===== src/gpm_defs.svh =====
// Register offsets, field positions, reset values and timing counts of the gesture pulse and mode control block.
`ifndef GPM_DEFS_SVH
`define GPM_DEFS_SVH
`define GPM_DEV_ADDR        7'h39
`define GPM_OFS_PULSE_SETUP 8'hA6
`define GPM_OFS_AXIS_SELECT 8'hAA
`define GPM_OFS_CONTROL     8'hAB
`define GPM_OFS_FILL_COUNT  8'hAE
`define GPM_OFS_STATUS      8'hAF
`define GPM_PULSE_SETUP_RST 8'h40
`define GPM_AXIS_SELECT_RST 8'h00
`define GPM_CONTROL_RST     8'h00
`define GPM_WIDTH_MSB       7
`define GPM_WIDTH_LSB       6
`define GPM_COUNT_MSB       5
`define GPM_COUNT_LSB       0
`define GPM_AXIS_MSB        1
`define GPM_AXIS_LSB        0
`define GPM_CTL_FLUSH       2
`define GPM_CTL_UNMASK      1
`define GPM_CTL_ACTIVE      0
`define GPM_CLK_MHZ         100
`define GPM_PULSE_BASE_US   4
`define GPM_PULSE_BASE_CYC  (`GPM_PULSE_BASE_US * `GPM_CLK_MHZ)
`define GPM_GAP_CYC         16'h0190
`endif


===== src/gpm_pkg.sv =====
// Types shared by the gesture pulse and mode control block.
package gpm_pkg;
    typedef enum logic [4:0] {
        GPM_PS_IDLE  = 5'b00001,
        GPM_PS_ON    = 5'b00010,
        GPM_PS_GAP   = 5'b00100,
        GPM_PS_CONV  = 5'b01000,
        GPM_PS_DONE  = 5'b10000
    } gpm_pulse_state_t;
    typedef enum logic [3:0] {
        GPM_BS_IDLE = 4'b0001,
        GPM_BS_ADDR = 4'b0010,
        GPM_BS_DATA = 4'b0100,
        GPM_BS_ACK  = 4'b1000
    } gpm_bus_state_t;
endpackage


===== src/gpm_gesture_ctrl.sv =====
// Gesture pulse sequencer, axis selection and mode control with its serial register access.
`timescale 1ns/1ns
`include "gpm_defs.svh"

module gpm_gesture_ctrl (
    input  wire logic       core_clk,
    input  wire logic       rst_n,
    input  wire logic       sclPin,
    input  wire logic       sdaIn,
    output logic            sdaOut,
    output logic            sdaOe_n,
    output logic            ledDrivePin_n,
    output logic            sampleUpDown,
    output logic            sampleLeftRight,
    output logic            intOut,
    output logic            intOe_n,
    input  wire logic       entryThresholdHit,
    input  wire logic       exitThresholdHit,
    input  wire logic       datasetStored,
    input  wire logic       datasetRead,
    input  wire logic [7:0] queueFifoThreshold
);
    logic [7:0] pulseSetup_reg;
    logic [1:0] axisSelect_reg;
    logic       irqUnmask_reg;
    logic       gestureActive_reg;
    logic       exitPending_reg;
    logic       dataReady_reg;
    logic       overflow_reg;
    logic       irqFlag_reg;
    logic [7:0] fillCount_reg;
    logic [7:0] regAddr;
    logic [7:0] wrData;
    logic       wrStrobe;
    logic [7:0] rdData;
    logic       flushStrobe;
    logic       stopRequest;
    logic       convBusy;
    logic [5:0] pulsesLeft_reg;
    logic [15:0] timer_reg;
    logic       halfPhase_reg;
    gpm_pkg::gpm_pulse_state_t pstate_reg;

    // Cycles of Phase_a-time for a width code: base 4 us doubled per code step.
    function automatic logic [15:0] pulseCycles(input logic [1:0] code);
        pulseCycles = 16'(`GPM_PULSE_BASE_CYC) << code;
    endfunction

    gpm_serial_slave u_slave (
        .core_clk (core_clk),
        .rst_n    (rst_n),
        .sclPin   (sclPin),
        .sdaIn    (sdaIn),
        .sdaOut   (sdaOut),
        .sdaOe_n  (sdaOe_n),
        .regAddr  (regAddr),
        .wrData   (wrData),
        .wrStrobe (wrStrobe),
        .rdData   (rdData),
        .rdStrobe ()
    );

    assign flushStrobe = wrStrobe && regAddr == `GPM_OFS_CONTROL && wrData[`GPM_CTL_FLUSH];
    assign stopRequest = wrStrobe && regAddr == `GPM_OFS_CONTROL && !wrData[`GPM_CTL_ACTIVE];
    assign convBusy    = pstate_reg != gpm_pkg::GPM_PS_IDLE;

    always_ff @(posedge core_clk) begin
        if (!rst_n) begin
            pulseSetup_reg <= `GPM_PULSE_SETUP_RST;
            axisSelect_reg <= 2'(`GPM_AXIS_SELECT_RST);
            irqUnmask_reg  <= 1'b0;
        end else if (wrStrobe) begin
            if (regAddr == `GPM_OFS_PULSE_SETUP) begin
                pulseSetup_reg <= wrData;
            end
            if (regAddr == `GPM_OFS_AXIS_SELECT) begin
                axisSelect_reg <= wrData[`GPM_AXIS_MSB:`GPM_AXIS_LSB];
            end
            if (regAddr == `GPM_OFS_CONTROL) begin
                irqUnmask_reg <= wrData[`GPM_CTL_UNMASK];
            end
        end
    end

    // Mode state; a stop request waits for the running gesture cycle to return the sequencer to idle.
    always_ff @(posedge core_clk) begin
        if (!rst_n) begin
            gestureActive_reg <= 1'b0;
            exitPending_reg   <= 1'b0;
        end else if (wrStrobe && regAddr == `GPM_OFS_CONTROL && wrData[`GPM_CTL_ACTIVE]) begin
            gestureActive_reg <= 1'b1;
            exitPending_reg   <= 1'b0;
        end else if ((stopRequest || exitPending_reg || exitThresholdHit) && gestureActive_reg) begin
            if (!convBusy) begin
                gestureActive_reg <= 1'b0;
                exitPending_reg   <= 1'b0;
            end else begin
                exitPending_reg <= 1'b1;
            end
        end else if (entryThresholdHit) begin
            gestureActive_reg <= 1'b1;
        end
    end

    // Pulse sequencer: on, gap, repeat, then a conversion slot before the next cycle.
    always_ff @(posedge core_clk) begin
        if (!rst_n) begin
            pstate_reg     <= gpm_pkg::GPM_PS_IDLE;
            pulsesLeft_reg <= 6'h00;
            timer_reg      <= 16'h0000;
            halfPhase_reg  <= 1'b0;
            ledDrivePin_n  <= 1'b1;
        end else begin
            unique case (pstate_reg)
                gpm_pkg::GPM_PS_IDLE: begin
                    ledDrivePin_n <= 1'b1;
                    if (gestureActive_reg && !exitPending_reg) begin
                        pulsesLeft_reg <= pulseSetup_reg[`GPM_COUNT_MSB:`GPM_COUNT_LSB];
                        timer_reg      <= pulseCycles(pulseSetup_reg[`GPM_WIDTH_MSB:`GPM_WIDTH_LSB]) - 16'h0001;
                        ledDrivePin_n  <= 1'b0;
                        pstate_reg     <= gpm_pkg::GPM_PS_ON;
                    end
                end
                gpm_pkg::GPM_PS_ON: begin
                    if (timer_reg == 16'h0000) begin
                        ledDrivePin_n <= 1'b1;
                        timer_reg     <= `GPM_GAP_CYC - 16'h0001;
                        pstate_reg    <= (pulsesLeft_reg == 6'h00) ? gpm_pkg::GPM_PS_CONV : gpm_pkg::GPM_PS_GAP;
                    end else begin
                        timer_reg <= timer_reg - 16'h0001;
                    end
                end
                gpm_pkg::GPM_PS_GAP: begin
                    if (timer_reg == 16'h0000) begin
                        pulsesLeft_reg <= pulsesLeft_reg - 6'h01;
                        timer_reg      <= pulseCycles(pulseSetup_reg[`GPM_WIDTH_MSB:`GPM_WIDTH_LSB]) - 16'h0001;
                        ledDrivePin_n  <= 1'b0;
                        pstate_reg     <= gpm_pkg::GPM_PS_ON;
                    end else begin
                        timer_reg <= timer_reg - 16'h0001;
                    end
                end
                gpm_pkg::GPM_PS_CONV: begin
                    if (timer_reg == 16'h0000) begin
                        halfPhase_reg <= ~halfPhase_reg;
                        pstate_reg    <= gpm_pkg::GPM_PS_DONE;
                    end else begin
                        timer_reg <= timer_reg - 16'h0001;
                    end
                end
                gpm_pkg::GPM_PS_DONE: begin
                    pstate_reg <= gpm_pkg::GPM_PS_IDLE;
                end
                default: begin
                    pstate_reg <= gpm_pkg::GPM_PS_IDLE;
                end
            endcase
        end
    end

    // single pair doubles rate
    // Both pairs share alternate cycles; one pair alone takes every cycle.
    always_ff @(posedge core_clk) begin
        if (!rst_n) begin
            sampleUpDown    <= 1'b0;
            sampleLeftRight <= 1'b0;
        end else begin
            sampleUpDown    <= 1'b0;
            sampleLeftRight <= 1'b0;
            if (pstate_reg == gpm_pkg::GPM_PS_DONE) begin
                unique case (axisSelect_reg)
                    2'h1: sampleUpDown <= 1'b1;
                    2'h2: sampleLeftRight <= 1'b1;
                    default: begin
                        sampleUpDown    <= ~halfPhase_reg;
                        sampleLeftRight <= halfPhase_reg;
                    end
                endcase
            end
        end
    end

    // Queue flags; a flush clears everything, and a store in that same cycle is dropped with the flushed data.
    always_ff @(posedge core_clk) begin
        if (!rst_n || flushStrobe) begin
            fillCount_reg <= 8'h00;
            overflow_reg  <= 1'b0;
            dataReady_reg <= 1'b0;
            irqFlag_reg   <= 1'b0;
        end else begin
            if (datasetStored && fillCount_reg == 8'h20) begin
                overflow_reg <= 1'b1;
            end else if (datasetStored && !datasetRead) begin
                fillCount_reg <= fillCount_reg + 8'h01;
            end else if (datasetRead && !datasetStored && fillCount_reg != 8'h00) begin
                fillCount_reg <= fillCount_reg - 8'h01;
            end
            if (fillCount_reg > queueFifoThreshold) begin
                dataReady_reg <= 1'b1;
                irqFlag_reg   <= 1'b1;
            end else if (!gestureActive_reg && fillCount_reg == 8'h00) begin
                dataReady_reg <= 1'b0;
            end
        end
    end

    always_ff @(posedge core_clk) begin
        if (!rst_n) begin
            intOut  <= 1'b1;
            intOe_n <= 1'b1;
        end else begin
            intOut  <= 1'b0;
            intOe_n <= ~(irqUnmask_reg && irqFlag_reg);
        end
    end

    // Read mux; flush reads zero and the mode bit shows live machine state.
    always_comb begin
        unique case (regAddr)
            `GPM_OFS_PULSE_SETUP: rdData = pulseSetup_reg;
            `GPM_OFS_AXIS_SELECT: rdData = {6'h00, axisSelect_reg};
            `GPM_OFS_CONTROL:     rdData = {6'h00, irqUnmask_reg, gestureActive_reg};
            `GPM_OFS_FILL_COUNT:  rdData = fillCount_reg;
            `GPM_OFS_STATUS:      rdData = {6'h00, overflow_reg, dataReady_reg};
            default:              rdData = 8'h00;
        endcase
    end
endmodule


===== src/gpm_serial_slave.sv =====
// Two-wire serial register slave with synchronised pins, register pointer and byte strobes.
`timescale 1ns/1ns
`include "gpm_defs.svh"
module gpm_serial_slave (
    input  wire logic       core_clk,
    input  wire logic       rst_n,
    input  wire logic       sclPin,
    input  wire logic       sdaIn,
    output logic            sdaOut,
    output logic            sdaOe_n,
    output logic [7:0]      regAddr,
    output logic [7:0]      wrData,
    output logic            wrStrobe,
    input  wire logic [7:0] rdData,
    output logic            rdStrobe
);
    logic [1:0] sclSync_reg;
    logic [1:0] sdaSync_reg;
    logic       sclLast_reg;
    logic       sdaLast_reg;
    logic [7:0] shift_reg;
    logic [3:0] bitCnt_reg;
    logic       readMode_reg;
    logic       havePtr_reg;
    logic       ackByte_reg;
    logic       addrPhase_reg;
    logic [7:0] txByte_reg;
    gpm_pkg::gpm_bus_state_t state_reg;
    logic sclRise;
    logic sclFall;
    logic startSeen;
    logic stopSeen;

    // Two flip-flops on each pin before anything reads them.
    always_ff @(posedge core_clk) begin
        if (!rst_n) begin
            sclSync_reg <= 2'h3;
            sdaSync_reg <= 2'h3;
            sclLast_reg <= 1'b1;
            sdaLast_reg <= 1'b1;
        end else begin
            sclSync_reg <= {sclSync_reg[0], sclPin};
            sdaSync_reg <= {sdaSync_reg[0], sdaIn};
            sclLast_reg <= sclSync_reg[1];
            sdaLast_reg <= sdaSync_reg[1];
        end
    end

    assign sclRise   = sclSync_reg[1] & ~sclLast_reg;
    assign sclFall   = ~sclSync_reg[1] & sclLast_reg;
    assign startSeen = sclSync_reg[1] & sclLast_reg & sdaLast_reg & ~sdaSync_reg[1];
    assign stopSeen  = sclSync_reg[1] & sclLast_reg & ~sdaLast_reg & sdaSync_reg[1];

    // Byte engine; the pointer auto-increments after each read data byte for page access; written data bytes all go to one address.
    always_ff @(posedge core_clk) begin
        wrStrobe <= 1'b0;
        rdStrobe <= 1'b0;
        if (!rst_n) begin
            state_reg     <= gpm_pkg::GPM_BS_IDLE;
            shift_reg     <= 8'h00;
            bitCnt_reg    <= 4'h0;
            readMode_reg  <= 1'b0;
            havePtr_reg   <= 1'b0;
            ackByte_reg   <= 1'b0;
            addrPhase_reg <= 1'b0;
            txByte_reg    <= 8'h00;
            regAddr       <= 8'h00;
            wrData        <= 8'h00;
            sdaOut        <= 1'b1;
            sdaOe_n       <= 1'b1;
        end else if (startSeen) begin
            state_reg     <= gpm_pkg::GPM_BS_ADDR;
            bitCnt_reg    <= 4'h0;
            havePtr_reg   <= 1'b0;
            addrPhase_reg <= 1'b1;
            sdaOe_n       <= 1'b1;
        end else if (stopSeen) begin
            state_reg <= gpm_pkg::GPM_BS_IDLE;
            sdaOe_n   <= 1'b1;
        end else begin
            unique case (state_reg)
                gpm_pkg::GPM_BS_IDLE: begin
                    sdaOe_n <= 1'b1;
                end
                gpm_pkg::GPM_BS_ADDR, gpm_pkg::GPM_BS_DATA: begin
                    if (sclRise) begin
                        shift_reg  <= {shift_reg[6:0], sdaSync_reg[1]};
                        bitCnt_reg <= bitCnt_reg + 4'h1;
                    end
                    // Open-drain output: a one releases the wire so that only the pull-up drives it high.
                    if (sclFall && readMode_reg && !addrPhase_reg) begin
                        sdaOut     <= 1'b0;
                        sdaOe_n    <= txByte_reg[7];
                        txByte_reg <= {txByte_reg[6:0], 1'b0};
                    end
                    if (sclFall && bitCnt_reg == 4'h8) begin
                        bitCnt_reg <= 4'h0;
                        ackByte_reg <= 1'b0;
                        state_reg   <= gpm_pkg::GPM_BS_ACK;
                        if (addrPhase_reg) begin
                            readMode_reg  <= shift_reg[0];
                            addrPhase_reg <= 1'b0;
                            ackByte_reg   <= (shift_reg[7:1] == `GPM_DEV_ADDR);
                            sdaOut        <= 1'b0;
                            sdaOe_n       <= ~(shift_reg[7:1] == `GPM_DEV_ADDR);
                        end else if (readMode_reg) begin
                            sdaOe_n <= 1'b1;
                            regAddr <= regAddr + 8'h01;
                        end else begin
                            ackByte_reg <= 1'b1;
                            sdaOut      <= 1'b0;
                            sdaOe_n     <= 1'b0;
                            if (!havePtr_reg) begin
                                regAddr     <= shift_reg;
                                havePtr_reg <= 1'b1;
                            end else begin
                                wrData   <= shift_reg;
                                wrStrobe <= 1'b1;
                            end
                        end
                    end
                end
                gpm_pkg::GPM_BS_ACK: begin
                    if (sclFall) begin
                        sdaOe_n <= 1'b1;
                        if (readMode_reg && (ackByte_reg || !sdaSync_reg[1])) begin
                            txByte_reg <= {rdData[6:0], 1'b0};
                            sdaOut     <= 1'b0;
                            sdaOe_n    <= rdData[7];
                            rdStrobe   <= 1'b1;
                            state_reg  <= gpm_pkg::GPM_BS_DATA;
                        end else if (ackByte_reg) begin
                            state_reg <= gpm_pkg::GPM_BS_DATA;
                        end else begin
                            state_reg <= gpm_pkg::GPM_BS_IDLE;
                        end
                    end
                end
                default: begin
                    state_reg <= gpm_pkg::GPM_BS_IDLE;
                end
            endcase
        end
    end
endmodule


===== config.mk =====
export PLATFORM = sky130hd
export DESIGN_NAME = gpm_gesture_ctrl
export DESIGN_NICKNAME = d
export VERILOG_FILES = /design/src/gpm_pkg.sv /design/src/gpm_gesture_ctrl.sv /design/src/gpm_serial_slave.sv
export VERILOG_INCLUDE_DIRS = /design/src /design/src/src
export SDC_FILE = /design/constraint.sdc
export NUM_CORES = 1
export LEC_CHECK = 0
export BUFFER_PORTS_ARGS = -buffer_cell sky130_fd_sc_hd__clkbuf_2
export CORE_ASPECT_RATIO = 0.5
export CORE_MARGIN = 10
export CORE_UTILIZATION = 57
export DETAILED_ROUTE_END_ITERATION = 8
export PLACE_DENSITY = 0.78
export REMOVE_ABC_BUFFERS = 1
export SLEW_MARGIN = 20
export SYNTH_ARGS = -nofsm -noshare
export SYNTH_HDL_FRONTEND = slang
export SYNTH_SLANG_ARGS = --single-unit
export TNS_END_PERCENT = 100

===== constraint.sdc =====
create_clock -name core_clk -period 4.55 [get_ports core_clk]
set_input_delay 0.6825 -clock core_clk [delete_from_list [all_inputs] [get_ports core_clk]]
set_output_delay 0.6825 -clock core_clk [all_outputs]
set_load 0.005 [all_outputs]

==> impl_results.md <==
* Hold Violations, Final at 0
* Final setup violation count at 0
* Reg2reg setup slack at 2010 ps
* Synth warn at 0
* Synth top area share at 36.1%
* Setup Skew at 9.09 ps
* Clk Latency, worst-skew pair at 350 ps
* Root Driver: clkbuf_16
* Crit path kind: reg2reg
* GR Overflow Total at 0
* Post-CTS sizing at 0
* Post-synthesis average cell area at 8.31 µm²
* Syn Inst Count at 728
* Setup TNS at 0 ps
* Arrival @ worst endpoint at 2770 ps
* Post-CTS setup buffer count at 0
* Area of the multi-input gates at 3610 µm²
* Port Buffers at 22
* Pre-CTS setup slack at 1860 ps
* Crit share post-route at 55.8%
* Main flop type after synthesis: dfxtp_1
* Number of flip-flops in the largest register at 16
* Post-synthesis sequential area ratio at 36.1%
* Final setup margin at 2010 ps
* Post-synth ARST share at 0%
* Sw Pwr at 0.861 mW
* Synth area leader: dfxtp_1
* Nets@finish at 779
* Detailed-route via count at 5292
* # fillers at 921
* Max-Cap Viols at 0
* Row cnt at 26
* Total core area at 10300 µm²
* Flip-flop and latch area at 2180 µm²
* Post-DR wirelength/cell at 15.8 µm
* Die H at 92.8 µm
* P_leak at 2.41 nW
* Crit-path max FO at 19
* Worst-Margin Slew at 849 ps
* Maximum VDD drop at 0.195 mV
* HP Class: reg2reg
* Sink Count at 109
* WP data required at 4780 ps
* Crit path launch type: flip-flop
* Post-DRT Antenna Nets at 0
* Status: finished clean
* First-pass GRT wire length at 23800 µm
* Vias in the first global route at 4927
* Dpl hpwl at 10100 µm
* Largest net degree at the start of global routing at 37
* Number of synthesized flops with an enable pin at 0
* Initial antenna violation count at 0
* Unrepaired setup endpoints after global routing: no
* Clock Power Share at 29.2%
* Comb power frac at 27.2%
* Iteration-0 DRC Markers at 620
* Via density at 6.02
* Synth area leaders: dfxtp_1, ha_1, mux2i_1, nand2_1, nor2_1
* Max clock buf depth at 2
* Final wirelength at 13900 µm
* Flop pwr share at 43.7%
* First-pass detailed-route iteration total at 5
* Number of remaining DRC errors at 0
* PD cells at 392 nW/µm²
* CP endpoint kind: flip-flop
* Min cycle time layout at 2540 ps
* GRT Overall Usage at 17.9%
* Maximum clock frequency at 0.394 GHz
* Internal at 1.69 mW
* Die Width at 166 µm
* Yosys reg bits at 109
* Slew Limit Fails at 0
* Slew HR at 43.3%
* CTS Buf Count at 9
* Share of cells above drive strength 1 at 10.4%
* Most common cell after layout, fill and taps aside: dfxtp_1
* Commonest non-fill, non-tap cells in the layout: dfxtp_1, nor2_1, nand2_1, a21oi_1, o21ai_0
* Post-cts hold buffer count at 0
* H-tree Lvls at 3
* P&R area growth vs syn at 7.55%
* Die area at 15400 µm²
* RePlAce Congestion at 0.907
* CTS tree: yes
* Synth Cell Area at 6050 µm²
* N_diodes at 0
* Worst-path clk slew at 70 ps
* Synth unique cells at 76
* Switching Fraction at 33.8%
* Initial Util at 58.8%
* Io pins at 23
[cell families (layout without fill, tap and decap cells)]
kind of cell	Yosys count	count (layout)	synth area share, %
AND/OR/NAND/NOR	304	304	27.1
AO/OA/AOI/OAI	175	175	18.7
flip-flops	109	109	36.1
buffers and inverters	63	74	4.28
multiplexers	34	34	5.67
adder cells (fa/ha/maj)	29	29	6.12
XOR/XNOR	14	14	2.03
[layer usage]
metal,wire (µm),global-route usage (%)
met4,210,5.43
met3,783,4.05
met2,6160,28.8
met1,6700,23.6
met5,0,0
[power by group through the flow]
stage,clock network (mW),registers (mW),logic (mW)
floorplan,0,1.10,0.557
global placement,0,1.13,0.664
finish,0.744,1.11,0.692
detailed placement,0,1.13,0.683
CTS,0.751,1.11,0.688
global route,0.788,1.12,0.775
[cell usage after synthesis, types with 3 or more instances]
cell and n:
a211oi_1 8, nand4_1 5, mux2i_1 32, o211ai_1 7, xnor2_1 9, a21o_1 5, nand3b_1 7, nand3_1 19
ha_1 28, buf_4 4, and3_1 5, nor2_2 5, a21oi_1 52, o21a_1 8, nor3_2 4, nor2b_1 8
o31ai_1 3, or2_2 3, or3_1 5, nor2_1 76, o221ai_1 3, nand2_1 76, a32o_1 6, clkbuf_1 21
xor2_1 5, dfxtp_1 109, o32ai_1 4, o2111ai_1 3, nor3b_1 10, nor4_1 6, nor3_1 23, buf_2 6
inv_1 30, o21ai_0 37, a31oi_1 9, and2_1 10, nand2b_1 18, o22ai_1 8
[through the flow]
stage          power (mW)  area, µm²  hold slack [ps]  std cells  util [%]
6_report             2.55       6500              400        879      63.3
5_1_grt              2.69       6500              420        879      63.3
4_1_cts              2.55       6500              402        879      63.3
3_5_place_dp         1.82       6230              379        863      60.6
3_3_place_gp         1.80       6230              383        863      60.6
2_1_floorplan        1.66       5910              368        696         -
[worst max-delay path: stages, from the launching register on]
cell and delay (ps):
dfxtp_1 390, nor3_2 250, nand3b_1 550, a2bb2oi_1 760, a21oi_1 210, a31oi_1 210, nor2_1 50
[worst paths after layout]
path | from | endpoint | depth (start not counted)
setup / recovery | pstate_reg[1] | pstate_reg[2] | 6
hold / removal | irqFlag_reg | intOe_n | 1
setup reg to reg | pstate_reg[1] | pstate_reg[2] | 6
hold reg to reg | irqFlag_reg | intOe_n | 1
[final cells by class]
class	instances	area share (%)
Clock buffer	9	3.46
Clock inverter	7	0.789
Inverter	31	1.79
Multi-Input combinational cell	556	55.5
Sequential cell	109	33.5
Tap cell	140	2.69
Timing Repair Buffer	27	2.27
No activity file was read; power rests on OpenSTA's default activity.
